$ cat src/irq_enable_pkg.sv
/*
  Shared constants and types for the peripheral interrupt enable and mask block:
  register offsets, bit positions, implemented-bit masks, reset values and carriers.
  Assumes a single 20 MHz system clock and a plain one-cycle register port.
*/
// Summary of operation
// - No peripheral request reaches the core unless the peripheral group enable is set.
// - Enable register one bit 6 gates the conversion complete interrupt.
// - Enable register one bit 5 gates the serial receive buffer full interrupt.
// - Enable register one bit 4 gates the serial transmit buffer empty interrupt.
// - Enable register one bit 3 gates the synchronous serial port done interrupt.
// - Enable register one bit 2 gates the capture/compare unit interrupt.
// - Enable register one bit 1 gates the timer two period match interrupt.
// - Enable register one bit 0 gates the timer one overflow interrupt.
// - Enable register two bit 7 gates the oscillator failure interrupt.
// - Enable register two bit 6 gates the second comparator change interrupt.
// - Enable register two bit 5 gates the first comparator change interrupt.
// - Enable register two bit 4 gates the memory write complete interrupt.
// - Flags set on every event, whatever the enables hold.
// - Global enable passes unmasked interrupts when 1, suppresses all when 0.
// - Peripheral group enable passes unmasked peripheral interrupts when 1, else none.
package irq_enable_pkg;

  localparam int ADDR_W = 3;
  localparam int DATA_W = 8;

  localparam logic [ADDR_W-1:0] OFS_ENABLE_1 = 3'h0;
  localparam logic [ADDR_W-1:0] OFS_ENABLE_2 = 3'h1;
  localparam logic [ADDR_W-1:0] OFS_FLAGS_1 = 3'h2;
  localparam logic [ADDR_W-1:0] OFS_FLAGS_2 = 3'h3;
  localparam logic [ADDR_W-1:0] OFS_CORE_CTRL = 3'h4;
  localparam logic [ADDR_W-1:0] OFS_PENDING = 3'h5;

  // Group one layout
  localparam int CONV_DONE_BIT = 6;
  localparam int SERIAL_RX_FULL_BIT = 5;
  localparam int SERIAL_TX_EMPTY_BIT = 4;
  localparam int SYNC_SERIAL_DONE_BIT = 3;
  localparam int CAPTURE_COMPARE_BIT = 2;
  localparam int TIMER_TWO_MATCH_BIT = 1;
  localparam int TIMER_ONE_OVERFLOW_BIT = 0;
  // Group two layout
  localparam int OSC_FAIL_BIT = 7;
  localparam int COMPARATOR_TWO_BIT = 6;
  localparam int COMPARATOR_ONE_BIT = 5;
  localparam int NV_WRITE_DONE_BIT = 4;
  // Core control layout
  localparam int GLOBAL_IRQ_ENABLE_BIT = 7;
  localparam int PERIPHERAL_GROUP_ENABLE_BIT = 6;
  // Pending summary layout
  localparam int PEND_GROUP_1_BIT = 0;
  localparam int PEND_GROUP_2_BIT = 1;
  localparam int PEND_REQUEST_BIT = 2;

  localparam logic [DATA_W-1:0] GROUP_1_IMPL_MASK = 8'h7f;
  localparam logic [DATA_W-1:0] GROUP_2_IMPL_MASK = 8'hf0;
  localparam logic [DATA_W-1:0] CORE_CTRL_IMPL_MASK = 8'hc0;

  localparam logic [DATA_W-1:0] ENABLE_1_RST = 8'h00;
  localparam logic [DATA_W-1:0] ENABLE_2_RST = 8'h00;
  localparam logic [DATA_W-1:0] FLAGS_RST = 8'h00;
  localparam logic [DATA_W-1:0] CORE_CTRL_RST = 8'h00;

  // Event inputs from the peripherals, high for each cycle the condition holds
  typedef struct packed {
    logic conv_done;
    logic serial_rx_full;
    logic serial_tx_empty;
    logic sync_serial_done;
    logic capture_compare;
    logic timer_two_match;
    logic timer_one_overflow;
    logic osc_fail;
    logic comparator_two;
    logic comparator_one;
    logic nv_write_done;
  } src_evt_t;

  // Register port request
  typedef struct packed {
    logic [ADDR_W-1:0] addr;
    logic [DATA_W-1:0] wdata;
    logic wr;
    logic rd;
  } reg_req_t;

  // Whole state of the top module
  typedef struct packed {
    logic [DATA_W-1:0] enable_1;
    logic [DATA_W-1:0] enable_2;
    logic [DATA_W-1:0] core_ctrl;
    logic [DATA_W-1:0] rdata;
    logic irq;
  } ctrl_state_t;

endpackage

$ cat src/flag_bank.sv
/*
  Sticky interrupt flag register of one peripheral group.
  Assumes set pulses and the write strobe are synchronous to clk_sys.
*/
`timescale 1ns/100ps
module flag_bank import irq_enable_pkg::*; #(
  parameter logic [DATA_W-1:0] IMPL_MASK = 8'hff
) (
  input wire logic clk_sys,              // System clock
  input wire logic rstn,                 // Async reset, active low
  input wire logic [DATA_W-1:0] set,     // Event per bit
  input wire logic we,                   // Software write
  input wire logic [DATA_W-1:0] wdata,   // Software value
  output logic [DATA_W-1:0] flags        // Registered flags
);
  typedef struct packed {
    logic [DATA_W-1:0] flags;
  } bank_state_t;

  bank_state_t s_q;
  bank_state_t s_d;

  always_comb begin
    s_d = s_q;
    if (we) begin
      s_d.flags = wdata;
    end
    // Event wins over a same-cycle clear, no enable involved
    s_d.flags = (s_d.flags | set) & IMPL_MASK;
  end

  always_ff @(posedge clk_sys or negedge rstn) begin
    if (!rstn) begin
      s_q <= '{flags: FLAGS_RST};
    end else begin
      s_q <= s_d;
    end
  end

  assign flags = s_q.flags;
endmodule

$ cat src/masked_any.sv
/*
  Combinational gate of one group: flags ANDed with enables and implemented bits.
  Assumes both inputs come straight from registers.
*/
`timescale 1ns/100ps
module masked_any import irq_enable_pkg::*; #(
  parameter logic [DATA_W-1:0] IMPL_MASK = 8'hff
) (
  input wire logic [DATA_W-1:0] flags,   // Group flags
  input wire logic [DATA_W-1:0] enable,  // Group enables
  output logic [DATA_W-1:0] pend,        // Enabled and set
  output logic any                       // Some bit pending
);
  assign pend = flags & enable & IMPL_MASK;
  assign any = |pend;
endmodule

$ cat src/peripheral_irq_enable_mask.sv
/*
  Peripheral interrupt enable and mask block: two enable registers, two sticky
  flag groups, the core enable pair and the forwarded peripheral request.
  Assumes a synchronous register master on clk_sys that never needs a wait.
*/
// Decided for this implementation: the address map and the strobed register port.
`timescale 1ns/100ps
module peripheral_irq_enable_mask import irq_enable_pkg::*; (
  input wire logic clk_sys,              // 20 MHz system clock
  input wire logic rstn,                 // Async reset, active low
  input wire logic [ADDR_W-1:0] addr,    // Register index
  input wire logic [DATA_W-1:0] wdata,   // Write data
  input wire logic wr,                   // Write strobe
  input wire logic rd,                   // Read strobe
  output logic [DATA_W-1:0] rdata,       // Read data, cycle after rd
  input wire src_evt_t events,           // Peripheral event levels
  output logic irq_req,                  // Peripheral request to core
  output logic global_irq_enable         // Core-wide enable to core
);
  ctrl_state_t s_q;
  ctrl_state_t s_d;
  reg_req_t req;

  logic [DATA_W-1:0] set_1;
  logic [DATA_W-1:0] set_2;
  logic [DATA_W-1:0] flags_1;
  logic [DATA_W-1:0] flags_2;
  logic [DATA_W-1:0] pend_1;
  logic [DATA_W-1:0] pend_2;
  logic any_1;
  logic any_2;
  logic we_flags_1;
  logic we_flags_2;
  logic peripheral_group_enable;
  logic request_now;

  function automatic logic [DATA_W-1:0] masked_write(input logic [DATA_W-1:0] value,
                                                     input logic [DATA_W-1:0] mask);
    masked_write = value & mask;
  endfunction

  function automatic logic hit(input reg_req_t r, input logic [ADDR_W-1:0] ofs);
    hit = r.wr && (r.addr == ofs);
  endfunction

  assign req = '{addr: addr, wdata: wdata, wr: wr, rd: rd};

  // Map events into register layout
  always_comb begin
    set_1 = '0;
    set_2 = '0;
    set_1[CONV_DONE_BIT] = events.conv_done;
    set_1[SERIAL_RX_FULL_BIT] = events.serial_rx_full;
    set_1[SERIAL_TX_EMPTY_BIT] = events.serial_tx_empty;
    set_1[SYNC_SERIAL_DONE_BIT] = events.sync_serial_done;
    set_1[CAPTURE_COMPARE_BIT] = events.capture_compare;
    set_1[TIMER_TWO_MATCH_BIT] = events.timer_two_match;
    set_1[TIMER_ONE_OVERFLOW_BIT] = events.timer_one_overflow;
    set_2[OSC_FAIL_BIT] = events.osc_fail;
    set_2[COMPARATOR_TWO_BIT] = events.comparator_two;
    set_2[COMPARATOR_ONE_BIT] = events.comparator_one;
    set_2[NV_WRITE_DONE_BIT] = events.nv_write_done;
  end

  assign we_flags_1 = hit(req, OFS_FLAGS_1);
  assign we_flags_2 = hit(req, OFS_FLAGS_2);

  flag_bank #(
    .IMPL_MASK(GROUP_1_IMPL_MASK)
  ) u_flags_1 (
    .clk_sys(clk_sys),
    .rstn(rstn),
    .set(set_1),
    .we(we_flags_1),
    .wdata(wdata),
    .flags(flags_1)
  );

  flag_bank #(
    .IMPL_MASK(GROUP_2_IMPL_MASK)
  ) u_flags_2 (
    .clk_sys(clk_sys),
    .rstn(rstn),
    .set(set_2),
    .we(we_flags_2),
    .wdata(wdata),
    .flags(flags_2)
  );

  // Per-source gating, bit positions fixed by the group masks
  masked_any #(
    .IMPL_MASK(GROUP_1_IMPL_MASK)
  ) u_gate_1 (
    .flags(flags_1),
    .enable(s_q.enable_1),
    .pend(pend_1),
    .any(any_1)
  );

  masked_any #(
    .IMPL_MASK(GROUP_2_IMPL_MASK)
  ) u_gate_2 (
    .flags(flags_2),
    .enable(s_q.enable_2),
    .pend(pend_2),
    .any(any_2)
  );

  assign peripheral_group_enable = s_q.core_ctrl[PERIPHERAL_GROUP_ENABLE_BIT];
  assign global_irq_enable = s_q.core_ctrl[GLOBAL_IRQ_ENABLE_BIT];

  // Both core enables gate the OR of the groups
  assign request_now = (any_1 || any_2) && peripheral_group_enable && global_irq_enable;

  always_comb begin
    s_d = s_q;
    if (hit(req, OFS_ENABLE_1)) begin
      s_d.enable_1 = masked_write(req.wdata, GROUP_1_IMPL_MASK);
    end
    if (hit(req, OFS_ENABLE_2)) begin
      s_d.enable_2 = masked_write(req.wdata, GROUP_2_IMPL_MASK);
    end
    if (hit(req, OFS_CORE_CTRL)) begin
      s_d.core_ctrl = masked_write(req.wdata, CORE_CTRL_IMPL_MASK);
    end
    // Read data valid only in the cycle after rd; zero otherwise
    s_d.rdata = '0;
    if (req.rd) begin
      unique case (req.addr)
        OFS_ENABLE_1: begin
          s_d.rdata = s_q.enable_1;
        end
        OFS_ENABLE_2: begin
          s_d.rdata = s_q.enable_2;
        end
        OFS_FLAGS_1: begin
          s_d.rdata = flags_1;
        end
        OFS_FLAGS_2: begin
          s_d.rdata = flags_2;
        end
        OFS_CORE_CTRL: begin
          s_d.rdata = s_q.core_ctrl;
        end
        OFS_PENDING: begin
          s_d.rdata[PEND_GROUP_1_BIT] = any_1;
          s_d.rdata[PEND_GROUP_2_BIT] = any_2;
          s_d.rdata[PEND_REQUEST_BIT] = s_q.irq;
        end
        default: begin
          s_d.rdata = '0;
        end
      endcase
    end
    // Registered so the core sees a glitch-free level
    s_d.irq = request_now;
  end

  always_ff @(posedge clk_sys or negedge rstn) begin
    if (!rstn) begin
      s_q <= '{enable_1: ENABLE_1_RST, enable_2: ENABLE_2_RST, core_ctrl: CORE_CTRL_RST,
               rdata: '0, irq: 1'b0};
    end else begin
      s_q <= s_d;
    end
  end

  assign rdata = s_q.rdata;
  assign irq_req = s_q.irq;

  // Checks

  AST_GROUP_GATE: assert property (@(posedge clk_sys) disable iff (!rstn)
    !peripheral_group_enable |=> !irq_req)
    else $error("request passed with peripheral group disabled");

  AST_GLOBAL_GATE: assert property (@(posedge clk_sys) disable iff (!rstn)
    !global_irq_enable |=> !irq_req)
    else $error("request passed with global enable clear");

  AST_GROUP_OPEN: assert property (@(posedge clk_sys) disable iff (!rstn)
    (peripheral_group_enable && global_irq_enable && (|(flags_1 & s_q.enable_1))) |=> irq_req)
    else $error("unmasked peripheral request was suppressed");

  AST_CONV_GATE: assert property (@(posedge clk_sys) disable iff (!rstn)
    (flags_1[CONV_DONE_BIT] && !s_q.enable_1[CONV_DONE_BIT]) |-> !pend_1[CONV_DONE_BIT])
    else $error("conversion interrupt passed while disabled");

  AST_RX_GATE: assert property (@(posedge clk_sys) disable iff (!rstn)
    pend_1[SERIAL_RX_FULL_BIT] == (flags_1[SERIAL_RX_FULL_BIT] && s_q.enable_1[SERIAL_RX_FULL_BIT]))
    else $error("receive gate mismatch");

  AST_TX_GATE: assert property (@(posedge clk_sys) disable iff (!rstn)
    (flags_1 == 8'h10 && flags_2 == 8'h00 && s_q.enable_1[SERIAL_TX_EMPTY_BIT]
     && peripheral_group_enable && global_irq_enable)
    |=> irq_req)
    else $error("transmit interrupt not forwarded");

  AST_SYNC_GATE: assert property (@(posedge clk_sys) disable iff (!rstn)
    (flags_1 == 8'h08 && flags_2 == 8'h00 && !s_q.enable_1[SYNC_SERIAL_DONE_BIT]) |-> !request_now)
    else $error("sync serial interrupt passed while disabled");

  AST_CAPCMP_GATE: assert property (@(posedge clk_sys) disable iff (!rstn)
    pend_1[CAPTURE_COMPARE_BIT] |-> s_q.enable_1[CAPTURE_COMPARE_BIT])
    else $error("capture/compare interrupt passed while disabled");

  AST_TIMERS_GATE: assert property (@(posedge clk_sys) disable iff (!rstn)
    pend_1[1:0] == (flags_1[1:0] & s_q.enable_1[1:0]))
    else $error("timer gate mismatch");

  AST_GROUP_2_GATE: assert property (@(posedge clk_sys) disable iff (!rstn)
    pend_2 == (flags_2 & s_q.enable_2 & 8'hf0))
    else $error("group two gate mismatch");

  AST_FLAG_SETS: assert property (@(posedge clk_sys) disable iff (!rstn)
    events.osc_fail |=> flags_2[OSC_FAIL_BIT])
    else $error("flag missed its event");

  AST_FLAG_SET_WINS: assert property (@(posedge clk_sys) disable iff (!rstn)
    (events.timer_one_overflow && we_flags_1 && !wdata[0]) |=> flags_1[TIMER_ONE_OVERFLOW_BIT])
    else $error("clear beat a same-cycle event");

  AST_UNIMPL_ZERO: assert property (@(posedge clk_sys) disable iff (!rstn)
    (s_q.enable_1[7] == 1'b0) && (s_q.enable_2[3:0] == 4'h0))
    else $error("unimplemented enable bit set");

  AST_ENABLE_WRITE: assert property (@(posedge clk_sys) disable iff (!rstn)
    hit(req, OFS_ENABLE_2) |=> s_q.enable_2 == ($past(wdata) & 8'hf0))
    else $error("enable register two did not take write");

  AST_REQUEST_FORM: assert property (@(posedge clk_sys) disable iff (!rstn)
    irq_req == $past(|((flags_1 & s_q.enable_1) | (flags_2 & s_q.enable_2))
                     && peripheral_group_enable && global_irq_enable))
    else $error("request does not follow flags and enables");

  AST_READ_ONE_CYCLE: assert property (@(posedge clk_sys) disable iff (!rstn)
    !rd |=> rdata == 8'h00)
    else $error("read data outside the read answer cycle");

endmodule

$ cat config.mk
export PLATFORM = sky130hd
export DESIGN_NAME = peripheral_irq_enable_mask
export DESIGN_NICKNAME = d
export VERILOG_FILES = /design/src/irq_enable_pkg.sv /design/src/flag_bank.sv /design/src/masked_any.sv /design/src/peripheral_irq_enable_mask.sv
export SDC_FILE = /design/constraint.sdc
export NUM_CORES = 1
export LEC_CHECK = 0
export ABC_CLOCK_PERIOD_IN_PS = 1800
export BUFFER_PORTS_ARGS = -buffer_cell sky130_fd_sc_hd__buf_4
export CAP_MARGIN = 20
export CORE_MARGIN = 10
export CORE_UTILIZATION = 40
export DETAILED_ROUTE_END_ITERATION = 8
export SETUP_SLACK_MARGIN = 0.05
export SKIP_CTS_REPAIR_TIMING = 1
export SYNTH_ARGS = -nofsm -noshare
export SYNTH_HDL_FRONTEND = slang
export SYNTH_SLANG_ARGS = --single-unit
$ cat constraint.sdc
create_clock -name clk_sys -period 1.8 [get_ports clk_sys]
set_clock_uncertainty 0.1 [all_clocks]
set_input_delay 0.09 -clock clk_sys [delete_from_list [all_inputs] [get_ports clk_sys]]
set_output_delay 0.09 -clock clk_sys [all_outputs]
set_load 0.05 [all_outputs]
### Yosys cells after proc, flatten, opt, wreduce, memory -nomap -nowiden

Cells that the tools add are included.
Widths: inputs -> output; s select.

| word-level totals | value |
|---|---|
| bits in registers | 33 |
| input bits | 26 |
| output and inout bits | 10 |
| logic and storage cells | 32 |

| cells by class | value |
|---|---|
| equality and inequality tests | 5 |
| muxes and demuxes | 5 |
| bitwise logic cells | 4 |
| reduce and logical (&&, ||, !) cells | 11 |

Operators with widths:

| cell | count |
|---|---|
| $pmux 5 s5 | 1 |
| $mux 8 | 2 |
| $pmux 3 s3 | 1 |
| $and 8x8->8 | 1 |
| $or 8x8->8 | 1 |
| $and 7x7->7 | 1 |
| $logic_and 1x1->1 | 7 |
| $mux 7 | 1 |
| $or 7x7->7 | 1 |
| $reduce_or 7->1 | 1 |
| $eq 3x2->1 const B | 2 |
| $eq 3x3->1 const B | 2 |
| $reduce_or 4->1 | 1 |
| $eq 3x1->1 const B | 1 |
| $logic_not 3->1 | 1 |
| $logic_or 1x1->1 | 1 |

### Logic depth before layout (Yosys ltp)

Gate-level depths: netlist of the first run.

| logic depth | value |
|---|---|
| word-level depth | 5 |
| gate-level depth with buffers | 5 |
| depth with buffers taken out | 3 |

### By module

Synthesis of the first run repeated with hierarchy kept, for this count alone.

| second synthesis, totals | value |
|---|---|
| cells, all modules | 154 |
| area total of the unflattened synthesis | 1823.0 µm² |

Modules (own cells, without submodules):

| module | times used | cells an instance | area each (µm²) | seq. area each (µm²) |
|---|---|---|---|---|
| peripheral_irq_enable_mask | 1 | 91 | 1159.9 | 550.5 |
| flag_bank (u_flags_1) | 1 | 24 | 315.3 | 175.2 |
| flag_bank (u_flags_2) | 1 | 17 | 193.9 | 100.1 |
| masked_any (u_gate_1) | 1 | 12 | 85.1 | 0.0 |
| masked_any (u_gate_2) | 1 | 10 | 68.8 | 0.0 |

### Least setup slack after synthesis of the first run

Ideal clock, no wire load.

| timing path | value |
|---|---|
| path kind | register to register |
| from | register s_q[28] (netlist bit) |
| to | register s_q (netlist bit rdata[0]) |
| setup time | 0.120 ns |
| data arrival time | 1.034 ns |
| slack | 0.546 ns |
| cell stages (with the launch flop) | 4 |
| buffers on the path | 0 |
| clock period less this slack | 1.254 ns |
| path through | dfrtp_1 > a222oi_1 > nand3_1 > a41o_1 |

RTL lines:

| element | RTL line | RTL |
|---|---|---|
| from (decl) | peripheral_irq_enable_mask.sv:20 | `ctrl_state_t s_q;` |
| from (signal assigned) | peripheral_irq_enable_mask.sv:161 | `s_q <= '{enable_1: ENABLE_1_RST, enable_2: ENABLE_2_RST, core_ctrl: CORE_CTRL_RST,` |

==> out/summary.txt, run 1 <==
Number of synthesized flops with an enable pin -> 0
Status -> completed
Die H -> 84.21 um
Simple-gate share of the synthesized area -> 14.80%
Fin crit period -> 1710 ps
Main combinational cell family by area after synthesis -> multiplexers
Leak pwr -> 0.0009755 uW
Hold Path Class -> input pin to register
Layout Nets -> 213
Most common cell in the netlist -> dfrtp_1
First-pass GRT wire length -> 6.389 mm
Hold Slack -> 78.90 ps
Biggest area consumer among synthesized cells -> dfrtp_1
Footprint of the multi-input gates -> 700.7 um^2
Worst slew pin tran -> 549.2 ps
CTS H-tree lvls -> 2
I/O Buffers -> 35
Clk sinks -> 33
Slew Viols, Final -> 0
Fin util -> 56.21%
Post-route DRC -> 0
Root Buffer -> clkbuf_8
TritonCTS clock tree -> yes
Synth top area cells -> dfrtp_1, mux2_2, a211o_1, buf_4, nor2b_1
Vias per inst -> 5.273
Num CTS Buffers -> 5
Slowest stage delay, CP -> 570 ps
Detailed-route via count -> 1255
Filler instances -> 355
CP startpoint kind -> input pin
Final hold vios -> 0
Final Total Pwr -> 1941 uW
Final WL -> 4.164 mm
Top_reg_cell synth -> dfrtp_1
Crit path kind -> input pin to register
Xor/xnor cell area share of the yosys netlist -> 0%
WL per Instance -> 17.50 um
Buf+Inv Stages, Crit Path -> 2
Syn Nets -> 157
CTS Buffer Depth -> 2
First-pass DRT Iterations -> 4
Placed wire-length estimate -> 2.894 mm
Area after DPL -> 1867 um^2
Share of layout cells above drive strength 1 -> 32.98%
Diode count -> 0
Starting DRT DRC Count -> 131
Worst IR Drop VDD -> 673.8 uV
Final design area excluding fillers -> 2248 um^2
Crit-path max FO -> 20
Met3 WL post-DR -> 221 um
Unrepaired setup endpoints after global routing -> no
Yosys reg bits -> 33
Slowest CP cell -> dlygate4sd3_1
Starting Density -> 41.23%
GP Congestion -> 0.7685
Final worst-path cycle share -> 95.02%
Die Area -> 7091 um^2
Metal-1 WL -> 1.833 mm
Cells after synthesis -> 131
Top delay family on crit path -> buffers and inverters
GR Overflow Total -> 0
Initial antenna violation count -> 0
MaxCap Viol Count -> 0
Gr usage total -> 11.08%
Compound-Gate Fraction of Synth Area -> 12.37%
Ys async rst share -> 100.0%
WP data arrival -> 1780 ps
DR top layer -> met4
Post-synthesis adder-cell area fraction -> 0%
Register area -> 825.8 um^2
Netlist cell types -> 32
DR WL met2 -> 2.032 mm
Die W -> 84.21 um
Clock Pin Slew Worst Setup and Hold Paths -> 70 ps
Commonest cells post-synth -> dfrtp_1, mux2_2, a211o_1
Avg Cell Area, Syn -> 12.59 um^2
# IOs -> 36
Clock Latency Late Sink -> 290 ps
Netlist Area Pre-Place -> 1649 um^2
Slew HR -> 63.23%
Crit-path cells -> buf_4 > and4bb_2 > nor2b_1 > a211o_1 > dlygate4sd3_1
Pin count of the biggest net entering global routing -> 34
FMAX -> 584.7 MHz
Seq/Total Area, Yosys -> 50.08%
Final ANT Viol Nets -> 0
YS warnings -> 0
Proportion of netlist area held by the largest area contributor -> 50.08%
Vias in the first global route -> 1231
Final setup viols -> 0
Setup TNS -> 0 ps
Crit end category -> register
Row count -> 23
Pwr Density -> 863.3 nW/um^2
CP Data Required Time -> 1870 ps
Area grow syn2layout -> 36.34%
Mux cell area share after synthesis -> 15.33%
Floorplan core area -> 4000 um^2
-- cell type report --
cell class / count / share of cell area, %
clock buffer: 7 / 4.285
clock inverter: 1 / 0.2226
inverter: 4 / 0.6678
tap: 50 / 2.782
multi-input combinational: 80 / 31.16
sequential: 33 / 36.73
timing repair buffer: 63 / 24.15
-- metal layers --
| metal | vias to the layer above | GRT usage [%] |
|---|---|---|
| met2 | 40 | 17.84 |
| met3 | 8 | 3.865 |
| met5 | - | 0 |
| met1 | 617 | 13.27 |
| li1 | 590 | - |
| met4 | 0 | 4.110 |
-- worst paths after layout --
kind | slack, ps | cells past startpoint | to | start
max reg2reg | 180 | 3 | u_flags_1.flags[0]$_DFF_PN0_ | u_flags_1.flags[0]$_DFF_PN0_
max | 90 | 5 | u_flags_1.flags[0]$_DFF_PN0_ | addr[0]
max in group asynchronous | 1110 | 2 | u_flags_2.flags[4]$_DFF_PN0_ | rstn
min reg2reg | 430 | 1 | u_flags_2.flags[6]$_DFF_PN0_ | u_flags_2.flags[6]$_DFF_PN0_
min in group asynchronous | 190 | 2 | rdata[0]$_DFF_PN0_ | rstn
min | 80 | 2 | rdata[3]$_DFF_PN0_ | addr[0]
-- metrics by stage --
stage | std cells | worst slack (ps)
2_1_floorplan | 131 | 545.9
3_3_place_gp | 202 | 343.4
3_5_place_dp | 202 | 349.6
4_1_cts | 210 | 398.6
5_1_grt | 238 | 45.85
6_report | 238 | 89.64
-- flip-flops by register name (all words and copies together) (netlist names) --
signal	flops
global_irq_enable	1
irq_req	1
rdata	8
u_flags_1.flags	7
s_q	11
u_flags_2.flags	4
peripheral_group_enable	1
-- placed cells by master, fill, tap and decap left out, types with 4 or more instances in the layout --
cell type      Yosys  final
mux2i_1            5      5
nor3_1             4      4
dfrtp_1           33     33
a22oi_1            4      4
mux2_2            14     14
inv_1              4      4
nor2_1             4      4
buf_4             10     35
a211o_1           11     11
nand3b_1           5      5
clkbuf_8           0      7
nor2b_1           10     10
dlygate4sd3_1      0     28
-- power by group --
part / internal (uW) / switching (uW) / leakage (uW)
clock: 345 / 265 / 0.0000542
sequential: 830 / 70.3 / 0.000377
combinational: 219 / 211 / 0.000544
total: 1390 / 547 / 0.000975
-- cell families (layout without fill, tap and decap cells) --
group | Yosys count | in the layout
AO/OA/AOI/OAI | 25 | 25
buffers and inverters | 18 | 75
flip-flops | 33 | 33
multiplexers | 21 | 21
AND/OR/NAND/NOR | 34 | 34
Note: power is estimated with default switching activity, not from simulation.
==> run 2: changes to the inputs <==
- ABC_CLOCK_PERIOD_IN_PS: 1800 -> 1840
- clock period: 1.8 -> 1.84 ns (I/O delays scaled with it)
==> run 2 against run 1 <==
Sequential power is 2.7% lower. Non-clock buffer count stayed put. First-iteration DRC count grew 6.9%. Via count down 2.5%. Setup slack gained 30 ps. Critical path type unchanged. Largest cell class unchanged. Highest routed layer unchanged.
==> out/summary.txt, run 2 (synthesis gave the netlist of run 1 again) <==
Footprint of the multi-input gates -> 700.7 um^2
Crit end category -> register
First-pass GRT wire length -> 6.265 mm
Share of layout cells above drive strength 1 -> 32.98%
WP data arrival -> 1790 ps
Area grow syn2layout -> 38.32%
Gate power share -> 19.9%
Commonest non-fill, non-tap cell in the layout -> buf_4
Slowest CP cell -> dlygate4sd3_1
CTS H-tree lvls -> 2
Clk sinks -> 33
Final setup viols -> 0
CP startpoint kind -> input pin
Number of flip-flops in the largest register -> 11
Net Switching -> 538.5 uW
Detailed-route via count -> 1223
Most frequent cells in the layout -> buf_4, dfrtp_1, dlygate4sd3_1, mux2_2, a211o_1
Crit-path max FO -> 20
FMAX -> 581.2 MHz
Register area -> 825.8 um^2
Gr usage total -> 10.87%
Switch share -> 25.61%
RR Startpoint -> u_flags_1.flags[0]$_DFF_PN0_
DR top layer -> met4
GR Overflow Total -> 0
Initial antenna violation count -> 0
Met3 WL post-DR -> 174 um
Hold path start -> addr[0]
Starting Density -> 41.23%
Die H -> 84.21 um
Pin count of the biggest net entering global routing -> 34
Internal power -> 1564 uW
Slowest stage delay, CP -> 580 ps
Finished Layout Cells -> 238
MaxCap Viol Count -> 0
WL per Instance -> 16.75 um
Crit path kind -> input pin to register
Die Area -> 7091 um^2
TritonCTS clock tree -> yes
Fin crit period -> 1721 ps
First-pass DRT Iterations -> 4
DR WL met2 -> 2.000 mm
Root Buffer -> clkbuf_8
Diode count -> 0
Pwr Density -> 921.7 nW/um^2
Clock Pin Slew Worst Setup and Hold Paths -> 60 ps
Share of power burned in registers -> 41.7%
Filler instances -> 326
Hold path cells -> 2
Clock Latency Late Sink -> 290 ps
Vias in the first global route -> 1214
# IOs -> 36
CP Data Required Time -> 1910 ps
Biggest register -> s_q
Worst slew pin tran -> 531.7 ps
Placed wire-length estimate -> 2.797 mm
R2R depth -> 3
Final WL -> 3.987 mm
Worst Hold Endpoint -> rdata[3]$_DFF_PN0_
Final worst-path cycle share -> 93.51%
Floorplan core area -> 4000 um^2
Row count -> 23
Slew HR -> 64.40%
Status -> completed
Die W -> 84.21 um
Post-route DRC -> 0
Reg2reg setup slack -> 200 ps
Setup TNS -> 0 ps
I/O Buffers -> 35
Layout Nets -> 213
Final ANT Viol Nets -> 0
CTS Buffer Depth -> 2
Vias per inst -> 5.139
Reg-to-reg endpoint -> u_flags_1.flags[0]$_DFF_PN0_
Placed cells -> 202
Num CTS Buffers -> 5
GP Congestion -> 0.7772
Crit-path cells -> buf_4 > and4bb_2 > nor2b_1 > a211o_1 > dlygate4sd3_1
Clk pwr share -> 38.4%
Metal-1 WL -> 1.756 mm
Hold Path Class -> input pin to register
Fin util -> 57.02%
Leak pwr -> 0.0009893 uW
Starting DRT DRC Count -> 140
Final hold vios -> 0
Worst IR Drop VDD -> 452.2 uV
Unrepaired setup endpoints after global routing -> no
Slew Viols, Final -> 0
[run 2: cell types whose count changed in the layout (fill, tap and decap cells not counted)]
cell and delta:
bufinv_16 +2, clkbuf_8 -2
[run 2: worst max-delay path by stage]
stage / start / to / slack [ps] / depth (start not counted)
4_1_cts: s_q[28]$_DFFE_PN0P_ / rdata[0]$_DFF_PN0_ / 400 / 3
3_3_place_gp: addr[1] / s_q[28]$_DFFE_PN0P_ / 380 / 3
2_1_floorplan: s_q[28]$_DFFE_PN0P_ / rdata[0]$_DFF_PN0_ / 590 / 3
5_1_grt: addr[0] / u_flags_1.flags[0]$_DFF_PN0_ / 60 / 5
3_5_place_dp: addr[1] / s_q[30]$_DFFE_PN0P_ / 380 / 3
6_report: addr[0] / u_flags_1.flags[1]$_DFF_PN0_ / 120 / 5
[run 2: cell type report]
| type | instances | area share [%] |
|---|---|---|
| Tap cell | 50 | 2.743 |
| Multi-Input combinational cell | 80 | 30.72 |
| Clock buffer | 5 | 3.017 |
| Sequential cell | 33 | 36.20 |
| Inverter | 4 | 0.6583 |
| Timing Repair Buffer | 63 | 23.81 |
| Clock inverter | 3 | 2.852 |
[run 2: power groups by stage]
stage / sequential, uW / clock [uW] / combinational, uW
global route: 890 / 857 / 454
detailed placement: 890 / 0 / 376
floorplan: 901 / 0 / 235
CTS: 876 / 821 / 378
finish: 877 / 807 / 419
global placement: 887 / 0 / 370
[run 2: critical path: cells and delay by family]
family                 cells  cell delay (ps)
buffers and inverters      2              770
AOI/OAI and AO/OA          1              290
and+or+nand+nor            2              640
[run 2: stage by stage]
stage	setup slack (ps)	power (uW)	instance area (um^2)	hold slack, ps
after floorplan	585.9	1136	1649	-303.6
after global placement	381.4	1256	1867	-45.09
after detailed placement	382.3	1267	1867	-40.53
after CTS	403.4	2076	2001	-353.7
after global routing	55.93	2201	2281	103.9
final	119.4	2102	2281	75.01
[run 2: per-layer routing]
layer / global-route usage (%) / up-vias
met2: 17.08 / 25
met4: 4.566 / 0
li1: - / 592
met3: 3.575 / 7
met5: 0 / -
met1: 13.30 / 599
==> run 3: changes to the inputs <==
- ABC_AREA: unset -> 1
- CORE_MARGIN: 10 -> unset
==> run 3 against run 2 <==
Fmax is 15% higher. Clock-buffer cell count is 2 higher. Via count is 14% higher. Die area is 40% lower. Register-to-register slack better by 250 ps. Highest routed layer unchanged.
==> out/summary.txt, run 3 <==
Most frequent cells in the layout -> nand2_1, buf_4, dfrtp_1, dlygate4sd3_1
Reg2reg setup slack -> 450 ps
Slowest stage delay, CP -> 550 ps
Die W -> 65.28 um
Fin crit period -> 1498 ps
Gate power share -> 20.3%
Status -> completed
CTS Buffer Depth -> 2
Worst slew pin tran -> 412.7 ps
# IOs -> 36
WL per Instance -> 11.72 um
GP Congestion -> 0.7682
Share of layout cells above drive strength 1 -> 22.53%
CP startpoint kind -> input pin
Gr usage total -> 18.20%
Final WL -> 3.529 mm
CTS H-tree lvls -> 2
Clock Latency Late Sink -> 280 ps
Starting Density -> 42.78%
Area grow syn2layout -> 34.22%
Setup TNS -> 0 ps
Crit-path max FO -> 11
Final hold vios -> 0
WP data arrival -> 1570 ps
Vias per inst -> 4.641
Clock Pin Slew Worst Setup and Hold Paths -> 70 ps
R2R depth -> 3
Leak pwr -> 0.001057 uW
Diode count -> 0
Starting DRT DRC Count -> 30
First-pass DRT Iterations -> 4
Row count -> 22
Number of flip-flops in the largest register -> 11
Hold path cells -> 3
Vias in the first global route -> 1285
Crit end category -> register
Seq/Total Area, Yosys -> 51.56%
Root Buffer -> clkbuf_8
Worst Hold Endpoint -> u_flags_1.flags[5]$_DFF_PN0_
Final ANT Viol Nets -> 0
Post-route setup slack -> 342.4 ps
Cells after synthesis -> 201
Netlist cell types -> 18
Most common cell in the netlist -> nand2_1
Post-route DRC -> 0
Hold Path Class -> input pin to register
Num CTS Buffers -> 5
Avg Cell Area, Syn -> 7.968 um^2
Clk sinks -> 33
RR Startpoint -> u_flags_1.flags[0]$_DFF_PN0_
Synth top area cells -> dfrtp_1, nand2_1, nand3_1, buf_4, o21ai_0
Slowest CP cell -> dlygate4sd3_1
Syn Nets -> 227
Biggest register -> s_q
TritonCTS clock tree -> yes
Top_reg_cell synth -> dfrtp_1
Ys async rst share -> 100.0%
Pwr Density -> 842.2 nW/um^2
MaxCap Viol Count -> 0
Final worst-path cycle share -> 81.39%
Crit path kind -> input pin to register
Share of power burned in registers -> 47.4%
I/O Buffers -> 35
Internal power -> 1291 uW
Pin count of the biggest net entering global routing -> 34
Die Area -> 4261 um^2
Proportion of netlist area held by the largest area contributor -> 51.56%
CP Data Required Time -> 1910 ps
Reg-to-reg endpoint -> u_flags_1.flags[0]$_DFF_PN0_
Final setup viols -> 0
Filler instances -> 375
Initial antenna violation count -> 0
Commonest cells post-synth -> nand2_1, dfrtp_1, inv_1, nor2_1, nand3_1
Commonest non-fill, non-tap cell in the layout -> nand2_1
Buf+Inv Stages, Crit Path -> 3
GR Overflow Total -> 0
First-pass GRT wire length -> 5.754 mm
FMAX -> 667.7 MHz
Placed wire-length estimate -> 2.417 mm
Top cell by count, worst path -> nand2_1
Floorplan core area -> 3744 um^2
Die H -> 65.28 um
Slew HR -> 72.49%
Crit-path cells -> buf_4 > nor2_2 > nand2_1 > inv_2 > nand2_2 > a21oi_1 > nand2_1 > dlygate4sd3_1
Final Total Pwr -> 1810 uW
YS warnings -> 0
Detailed-route via count -> 1397
Switch share -> 28.71%
Clk pwr share -> 32.3%
Worst IR Drop VDD -> 400.8 uV
Biggest area consumer among synthesized cells -> dfrtp_1
Top delay family on crit path -> buffers and inverters
Pre-CTS WS -> 581.1 ps
Hold path start -> wdata[5]
Netlist Area Pre-Place -> 1602 um^2
Number of synthesized flops with an enable pin -> 0
Net Switching -> 519.7 uW
Slew Viols, Final -> 0
Yosys reg bits -> 33
Unrepaired setup endpoints after global routing -> no
Layout Nets -> 278
run 3: how the worst max path moves through the flow:
stage                              from  depth (start not counted)                            to  slack, ps
global placement                addr[2]                          8  u_flags_1.flags[1]$_DFF_PN0_        600
CTS                 s_q[22]$_DFFE_PN0P_                          6             irq_req$_DFF_PN0_        660
global route                    addr[2]                          9  u_flags_1.flags[1]$_DFF_PN0_        220
finish                          addr[2]                          8  u_flags_1.flags[2]$_DFF_PN0_        340
detailed placement              addr[2]                          7  u_flags_1.flags[2]$_DFF_PN0_        580
floorplan                       addr[0]                          8  u_flags_1.flags[2]$_DFF_PN0_        770
run 3: worst min-delay path: cells and delay by family:
kind / cells / cell delay (ps)
AO/OA/AOI/OAI: 1 / 120
buffers and inverters: 2 / 130
run 3: final cells by class:
cell class                 instances  area, um^2  share of cell area, %
multi-input combinational        139       625.6                  29.10
clock inverter                     1       5.005                 0.2328
sequential                        33       825.8                  38.42
clock buffer                       7       96.34                  4.482
timing repair buffer              56       473.0                  22.00
inverter                          17       63.81                  2.969
tap                               48       60.06                  2.794
run 3: cells by family (layout without fill, tap and decap cells):
family | count (synthesis) | count (layout) | synth area share (%)
AOI/OAI and AO/OA | 32 | 32 | 11.25
buffers and inverters | 29 | 81 | 9.375
DFF | 33 | 33 | 51.56
and+or+nand+nor | 107 | 107 | 27.81
run 3: metrics by stage:
step,hold slack (ps),instances,util (%),cell area [um^2]
global route,32.82,301,57.42,2150
CTS,-350.5,280,51.80,1939
finish,0.3933,301,57.42,2150
floorplan,-303.6,201,-,1602
detailed placement,-40.26,272,49.10,1838
global placement,-39.89,272,49.10,1838
run 3: routing by layer:
layer  vias up  track usage, %  part of all wire, %
met4         0           8.696                  2.7
met3        11           4.514                  4.1
met2        36           28.22                   45
met1       618           23.67                   48
li1        732               -                    -
met5         -               0                    0
run 3: power groups by stage:
stage	logic [uW]	registers [uW]	clock network (uW)
floorplan	210	880	0
global placement	332	872	0
detailed placement	335	870	0
CTS	336	858	608
global route	415	870	628
finish	367	858	585
